File: config.mk
export PLATFORM = sky130hd
export DESIGN_NAME = itame_exec
export DESIGN_NICKNAME = d
export VERILOG_FILES = /design/src/core/itame_pkg.sv /design/src/core/itame_exec.sv
export VERILOG_INCLUDE_DIRS = /design/src /design/src/core
export SDC_FILE = /design/constraint.sdc
export NUM_CORES = 1
export LEC_CHECK = 0
export ABC_AREA = 1
export BUFFER_PORTS_ARGS = -buffer_cell sky130_fd_sc_hd__buf_2
export CAP_MARGIN = 0
export CORE_UTILIZATION = 49
export DETAILED_ROUTE_END_ITERATION = 10
export PLACE_DENSITY = 0.74
export SLEW_MARGIN = 10
export SYNTH_ARGS = -nofsm -noshare
export SYNTH_HDL_FRONTEND = slang
export SYNTH_SLANG_ARGS = --single-unit
export TNS_END_PERCENT = 50
File: constraint.sdc
create_clock -name ref_clk_in -period 5.2 [get_ports ref_clk_in]
set_input_delay 0.78 -clock ref_clk_in [delete_from_list [all_inputs] [get_ports ref_clk_in]]
set_output_delay 0.78 -clock ref_clk_in [all_outputs]
set_load 0.005 [all_outputs]
File: src/core/itame_regs.svh
// Constants for the indexed-to-absolute move execution block
`ifndef ITAME_REGS_SVH
`define ITAME_REGS_SVH

// First word: top nine bits, second word: top four bits
`define ITAME_OP1_TAG      9'h1d6
`define ITAME_OP1_TAG_MSB  15
`define ITAME_OP1_TAG_LSB  7
`define ITAME_OFFSET_MSB   6
`define ITAME_OP2_TAG      4'hf
`define ITAME_OP2_TAG_MSB  15
`define ITAME_OP2_TAG_LSB  12
`define ITAME_DEST_MSB     11

// Quarter phase encodings of the phase counter
`define ITAME_Q1           2'h0
`define ITAME_Q2           2'h1
`define ITAME_Q3           2'h2
`define ITAME_Q4           2'h3

// Byte returned when the source is an indirect-addressing register
`define ITAME_INDIRECT_VAL 8'h00

// Indirect-addressing register windows: three groups of five addresses
`define ITAME_IND_BASE0    12'hfeb
`define ITAME_IND_BASE1    12'hfe3
`define ITAME_IND_BASE2    12'hfdb
`define ITAME_IND_SPAN     12'h005

`endif

File: src/core/itame_pkg.sv
// Types for the indexed-to-absolute move execution block
package itame_pkg;

  typedef enum logic [1:0] {
    ITAME_IDLE,
    ITAME_CYC1,
    ITAME_CYC2
  } itame_state_t;

  typedef struct packed {
    logic        valid;
    logic [15:0] word;
  } itame_fetch_t;

  typedef struct packed {
    logic        en;
    logic [11:0] addr;
  } itame_rd_t;

  typedef struct packed {
    logic        en;
    logic [11:0] addr;
    logic [7:0]  data;
  } itame_wr_t;

endpackage

File: src/core/itame_exec.sv
// Execution logic of the two-word indexed-to-absolute data move
// Operation
// - Recognise first word 1110 1011 0 plus offset, then second word 1111 plus address.
// - Source address is index pointer two plus the unsigned seven-bit offset.
// - Destination address is the twelve-bit literal of the second word, unmodified.
// - Both addresses span the whole 4096-byte data space, 000h to FFFh.
// - Copy the source byte unchanged; arithmetic status flags stay untouched.
// - Source in an indirect-addressing register reads as zero, no indirect access.
// - Cycle one: compute source address in Q2 and Q3, read in Q4.
// - Cycle two: no dummy read, write held byte to destination in Q4.
`timescale 1ns/1ps
`include "itame_regs.svh"

module itame_exec (
  input  wire logic                    ref_clk_in,        // Core clock, 125 MHz
  input  wire logic                    rst_n_in,          // Synchronous reset, active low
  input  wire itame_pkg::itame_fetch_t fetch_in,          // Instruction word, sampled in Q1
  input  wire logic [11:0]             index_pointer_two_in, // Index pointer two contents
  input  wire logic [7:0]              rd_data_in,        // Data memory read data, same cycle
  output itame_pkg::itame_rd_t         rd_out,            // Data memory read request
  output itame_pkg::itame_wr_t         wr_out,            // Data memory write request
  output logic [1:0]                   quarter_out,       // Current quarter phase
  output logic                         busy_out,          // Move in progress
  output logic                         done_out           // Pulse after destination write
);

  itame_pkg::itame_state_t state_reg;
  itame_pkg::itame_state_t state_next;
  logic [1:0]  quarter_reg;
  logic [6:0]  offset_reg;
  logic [11:0] src_addr_reg;
  logic [11:0] dest_reg;
  logic [7:0]  hold_reg;
  itame_pkg::itame_rd_t rd_reg;
  itame_pkg::itame_wr_t wr_reg;
  logic        busy_reg;
  logic        done_reg;

  wire   in_q1 = (quarter_reg == `ITAME_Q1);
  wire   in_q3 = (quarter_reg == `ITAME_Q3);
  wire   in_q4 = (quarter_reg == `ITAME_Q4);

  wire   first_hit = fetch_in.valid &&
                     (fetch_in.word[`ITAME_OP1_TAG_MSB:`ITAME_OP1_TAG_LSB] == `ITAME_OP1_TAG);
  wire   second_hit = fetch_in.valid &&
                      (fetch_in.word[`ITAME_OP2_TAG_MSB:`ITAME_OP2_TAG_LSB] == `ITAME_OP2_TAG);

  // Twelve-bit sum wraps inside the data space
  wire   [11:0] src_sum = 12'(index_pointer_two_in + {5'h00, offset_reg});

  // Indirect-addressing register windows, checked on the held and on the live sum
  wire   [2:0]  win_hit_cur;
  wire   [2:0]  win_hit_pre;
  genvar        gi;
  generate
    for (gi = 0; gi < 3; gi++) begin : g_win
      localparam logic [11:0] win_base = (gi == 0) ? `ITAME_IND_BASE0 :
                                         (gi == 1) ? `ITAME_IND_BASE1 : `ITAME_IND_BASE2;
      wire [11:0] off_cur = 12'(src_addr_reg - win_base);
      wire [11:0] off_pre = 12'(src_sum - win_base);
      assign win_hit_cur[gi] = (off_cur < `ITAME_IND_SPAN);
      assign win_hit_pre[gi] = (off_pre < `ITAME_IND_SPAN);
    end
  endgenerate
  wire   src_indirect     = |win_hit_cur;
  wire   src_indirect_pre = |win_hit_pre;

  wire   [7:0] src_byte = src_indirect ? `ITAME_INDIRECT_VAL : rd_data_in;

  always_comb begin
    state_next = state_reg;
    case (state_reg)
      itame_pkg::ITAME_IDLE: begin
        if (in_q1 && first_hit) begin
          state_next = itame_pkg::ITAME_CYC1;
        end
      end
      itame_pkg::ITAME_CYC1: begin
        if (in_q4) begin
          state_next = itame_pkg::ITAME_CYC2;
        end
      end
      itame_pkg::ITAME_CYC2: begin
        // A missing second word abandons the move without writing
        if ((in_q1 && !second_hit) || in_q4) begin
          state_next = itame_pkg::ITAME_IDLE;
        end
      end
      default: begin
        state_next = itame_pkg::ITAME_IDLE;
      end
    endcase
  end

  wire   cyc1 = (state_reg == itame_pkg::ITAME_CYC1);
  wire   cyc2 = (state_reg == itame_pkg::ITAME_CYC2);

  // Read visible in Q4 of cycle one; indirect sources never reach the memory
  wire   rd_en_next = cyc1 && in_q3 && !src_indirect_pre;
  // Write visible in Q4 of cycle two only; no read is issued in cycle two
  wire   wr_en_next = cyc2 && in_q3;

  always_ff @(posedge ref_clk_in) begin
    if (!rst_n_in) begin
      quarter_reg <= `ITAME_Q1;
      state_reg   <= itame_pkg::ITAME_IDLE;
    end else begin
      quarter_reg <= 2'(quarter_reg + 2'h1);
      state_reg   <= state_next;
    end
  end

  always_ff @(posedge ref_clk_in) begin
    if (!rst_n_in) begin
      offset_reg   <= 7'h00;
      src_addr_reg <= 12'h000;
      dest_reg     <= 12'h000;
    end else begin
      if (state_reg == itame_pkg::ITAME_IDLE && in_q1 && first_hit) begin
        offset_reg <= fetch_in.word[`ITAME_OFFSET_MSB:0];
      end
      if (cyc1 && (quarter_reg == `ITAME_Q2 || in_q3)) begin
        src_addr_reg <= src_sum;
      end
      if (cyc2 && in_q1 && second_hit) begin
        dest_reg <= fetch_in.word[`ITAME_DEST_MSB:0];
      end
    end
  end

  always_ff @(posedge ref_clk_in) begin
    if (!rst_n_in) begin
      hold_reg <= 8'h00;
    end else if (cyc1 && in_q4) begin
      hold_reg <= src_byte;
    end
  end

  always_ff @(posedge ref_clk_in) begin
    if (!rst_n_in) begin
      rd_reg   <= '0;
      wr_reg   <= '0;
      busy_reg <= 1'b0;
      done_reg <= 1'b0;
    end else begin
      rd_reg.en   <= rd_en_next;
      rd_reg.addr <= src_sum;
      wr_reg.en   <= wr_en_next;
      wr_reg.addr <= dest_reg;
      wr_reg.data <= hold_reg;
      busy_reg    <= (state_next != itame_pkg::ITAME_IDLE);
      done_reg    <= cyc2 && in_q4;
    end
  end

  assign rd_out      = rd_reg;
  assign wr_out      = wr_reg;
  assign quarter_out = quarter_reg;
  assign busy_out    = busy_reg;
  assign done_out    = done_reg;

endmodule // itame_exec

---- Word-level counts from Yosys, hierarchy flattened ----
Index checks and enable logic that the tools add are counted.
word-level totals
  flip-flop bits (word level) ............. 79
  latch bits .............................. 0
  RAM bits ................................ 0
  bits in read-only memories .............. 0
  output and inout bits ................... 38
  logic and storage cells ................. 62
  memories kept ........................... 0
operators by class
  add/subtract/negate cells ............... 8
  multipliers ............................. 0
  div/mod/pow operators ................... 0
  $lt $le $gt $ge ......................... 6
  equal/unequal tests ..................... 7
  shift-type cells ........................ 0
  mux-type cells .......................... 5
  bitwise gates (word level) .............. 0
  reduce and logical (&&, ||, !) cells .... 23
operators by type and width
  operator                  number
  $lt A12 B3 Y1 const B     6
  $sub A12 B12 Y12 const B  6
  $logic_and A1 B1 Y1       14
  $add A12 B7 Y12           1
  $eq A9 B9 Y1 const B      1
  $mux W8                   1
  $eq A2 B2 Y1 const B      3
  $mux W2                   3
  $pmux W2 S3               1
  $reduce_or A3 Y1          2
  $eq A2 B1 Y1 const B      2
  $eq A4 B4 Y1 const B      1
  $logic_not A2 Y1          2
  $add A2 B1 Y2 const B     1
  $logic_not A1 Y1          2
  $logic_or A1 B1 Y1        2
  $reduce_bool A2 Y1        1

---- Logic depth before layout (Yosys ltp) ----
  depth after elaboration ................. 8
  mapped depth ............................ 14

---- Worst setup path after synthesis ----
No wires, ideal clock.
  kind .................................... input-to-reg
  from .................................... in index_pointer_two_in[0]
  to ...................................... reg rd_reg (netlist bit rd_out[12])
  setup time .............................. 112 ps
  arrival time ............................ 2137 ps
  required time ........................... 5088 ps
  slack ................................... 2951 ps
  stages .................................. 10
  cell sequence ........................... ha_1 -> fa_1 -> nand3_1 -> nand3_1 -> xor2_1 -> nor2_1 -> nor2_1 -> nand2_1 -> nor2_1 -> nor2_1
on the way
  longest elaborated chain between the ends .. 6
  elaborated cells between the ends (all ways) .. 10
ends and longest elaborated chain
  what                            line              text
  start, declared                 itame_exec.sv:18  input wire logic [11:0] index_pointer_two_in,
  $add A12 B7 Y12 *               itame_exec.sv:49  wire [11:0] src_sum = 12'(index_pointer_two_in + {5'h00, offset_reg});
  $sub A12 B12 Y12                itame_exec.sv:60  wire [11:0] off_pre = 12'(src_sum - win_base);
  $lt A12 B3 Y1 (no source line)  --
  $reduce_or A3 Y1 *              itame_exec.sv:66  wire src_indirect_pre = |win_hit_pre;
  $logic_not A1 Y1 *              itame_exec.sv:99  wire rd_en_next = cyc1 && in_q3 && !src_indirect_pre;
  $logic_and A1 B1 Y1 *           itame_exec.sv:99
  end, declared                   itame_exec.sv:34  itame_pkg::itame_rd_t rd_reg;
Every way passes the cells marked *; elsewhere a longest branch is shown, timed or not.
A chain may end at the register's enable or synchronous reset.

==> flow_summary.ini <==
[placed_design]
finalWeightedCongestion = 0.827
portBuffers = 76
place_ws_ps = 2250
placed_area_mm2 = 0.00363
post-dp-hpwl_mm = 4.73
numPlacedInstances = 568

[timing]
tightest_slew_ps = 821
grt_setup_unrepaired = no
hold_viol = 0
skew_ps = 8.54
finalCriticalPeriod_ps = 2640
final.setup.tns_ps = 0
whs_ps = 424
setup_ws_ps = 2560
setup_viol = 0
post-route-period-util_pct = 50.7
fmax_mhz = 379
slew_headroom_pct = 45.3
drv_slew = 0

[run_status]
status = completed

[logic_synthesis]
syn_avg_cell_area_um2 = 7.54
synth_cells = 425
synth_area_leader_cell = dfxtp_1
synth_area_leaders = dfxtp_1 49%, nand2_1 11%, inv_1 9.4%
syn_area_mm2 = 0.00321
synth-edff-count = 0
async_flop_share_pct = 0
yosysWarnings = 0
ys_types = 28
yosysTopAreaCellShare_pct = 49.3
seq_area_frac_synth_pct = 49.3
synth-seq-cells = 79
syn-num-nets = 475
synth_ff_type = dfxtp_1

[grt]
grt_pass1_vias = 2622
grt_max_degree = 54
grt_util_all_layers_pct = 20.6
gr-total-overflow = 0
antenna_found_initial = 0
grt_pass1_wl_mm = 11.4

[route]
routed_wl_mm = 6.55
vias = 2793
antenna_left = 0
firstDrtPassIters = 4
drt_iter0_drc = 147
drc = 0
via_per_inst = 4.78
drt-wirelength-per-cell_um = 11.2

[pwr]
p_sw_uw = 250
p_seq_share_pct = 54.6
switching_share_pct = 22.3
p_leak_nw = 2.09
p_int_uw = 873
power_density_mw_per_mm2 = 294
vdd_drop_max_mv = 0.178
fin_total_pwr_mw = 1.12
p_comb_share_pct = 6.2
clkPwrFrac_pct = 39.2

[clocking]
clk_pin_slew_worst_paths_ps = 80
cts_tree = yes
cts_root_buf = clkbuf_8
cts.sink_count = 79
cts-htree-levels = 3
cts_max_path_buffers = 2
cts_resized = 0
cts_setup_buffers = 0
numCtsBuffers = 9
cts-hold-fix-buffers = 0
clk_latency_ps = 340

[worst_setup_path]
cp-end-kind = flip-flop
critPathLaunchType = input port
cp_max_fo = 53
path_class = input port to flip-flop
worstPathRequired_ps = 5470
arrival_ps = 2900

[layout]
syn2layout_area_growth_pct = 19.4
largest_reg_flops = 21
utilization_pct = 60.3
diodes = 0
final_cell_area_mm2 = 0.00383
fin_nets = 552
final-instance-count-excl-fill = 584
drive_above_1_share_pct = 19.3

[die]
die_w_um = 82.9
io_pins = 77
die_area_mm2 = 0.00687
rows = 29
coreArea_mm2 = 0.00635
die_y_um = 82.9
floorplan.initialDensity_pct = 50.5

[job]
drv_cap = 0

[hold_path]
min_path_type = flip-flop to flip-flop
-- worst max-delay path, stage by stage --
cell,delay [ps]
buf_2,630
clkinv_1,750
nor3_4,520
nand3_1,130
o21ai_0,100
-- path summary, 6_finish.rpt --
check,cells past startpoint,slack [ps],endpoint,start
worst min register to register,2,420,wr_out[18],dest_reg[10]
worst min-delay path,2,420,wr_out[18],dest_reg[10]
worst max-delay path,5,2560,hold_reg[0],rst_n_in
worst max register to register,10,3230,rd_out[12],offset_reg[0]
-- final cells by class --
| class | count | area, um2 |
|---|---|---|
| clock buffer | 13 | 149 |
| clock inverter | 3 | 42.5 |
| fill | 571 | 2520 |
| inverter | 82 | 308 |
| multi-input combinational | 254 | 1270 |
| sequential | 79 | 1580 |
| tap | 77 | 96.3 |
| timing repair buffer | 76 | 380 |
-- cells in the mapped netlist (2+ instances only) --
cell type,n
nor2_2,3
dfxtp_1,79
inv_1,80
o211ai_1,6
nand3_1,25
a21oi_1,24
clkbuf_1,6
buf_4,2
buf_2,2
ha_1,10
o21ai_0,32
nand2_1,95
nor3_1,11
nand4_1,5
nor2_1,32
-- power groups by stage --
stage	sequential (mW)	combinational (mW)	clock (mW)
after detailed placement	0.628	0.0686	0
final	0.613	0.0693	0.440
after floorplan	0.629	0.0359	0
after global routing	0.614	0.0778	0.477
after CTS	0.613	0.0694	0.451
after global placement	0.627	0.0679	0
-- cells in the final DEF, fill, tap and decap left out, drive strengths merged --
cell | Yosys | routed
nand2 | 96 | 96
inv | 81 | 81
dfxtp | 79 | 79
buf | 4 | 76
nor2 | 36 | 36
o21ai | 32 | 32
nand3 | 25 | 25
a21oi | 24 | 24
clkbuf | 6 | 13
nor3 | 12 | 12
ha | 10 | 10
o211ai | 6 | 6
nand4 | 6 | 6
clkinv | 1 | 2
a31oi | 1 | 1
nand3b | 1 | 1
or2 | 1 | 1
o21bai | 1 | 1
xor2 | 1 | 1
xnor2 | 1 | 1
fa | 1 | 1
bufinv | 0 | 1
clkinvlp | 0 | 1
-- metal layers --
layer	GRT usage [%]	vias to the layer above	wire length (um)
met5	0	-	0
met4	10.3	0	125
met3	5.27	11	326
met2	33.5	60	3020
met1	25.1	1236	3080
li1	-	1486	-
-- cell families after synthesis --
kind of cell | share of synthesized area, %
adders and majority gates | 4.53
buffers and inverters | 11.1
and+or+nand+nor | 23.9
xor gates and xnor gates | 0.547
DFF | 49.3
AOI/OAI and AO/OA | 10.6
(Power assumes the default switching activity.)
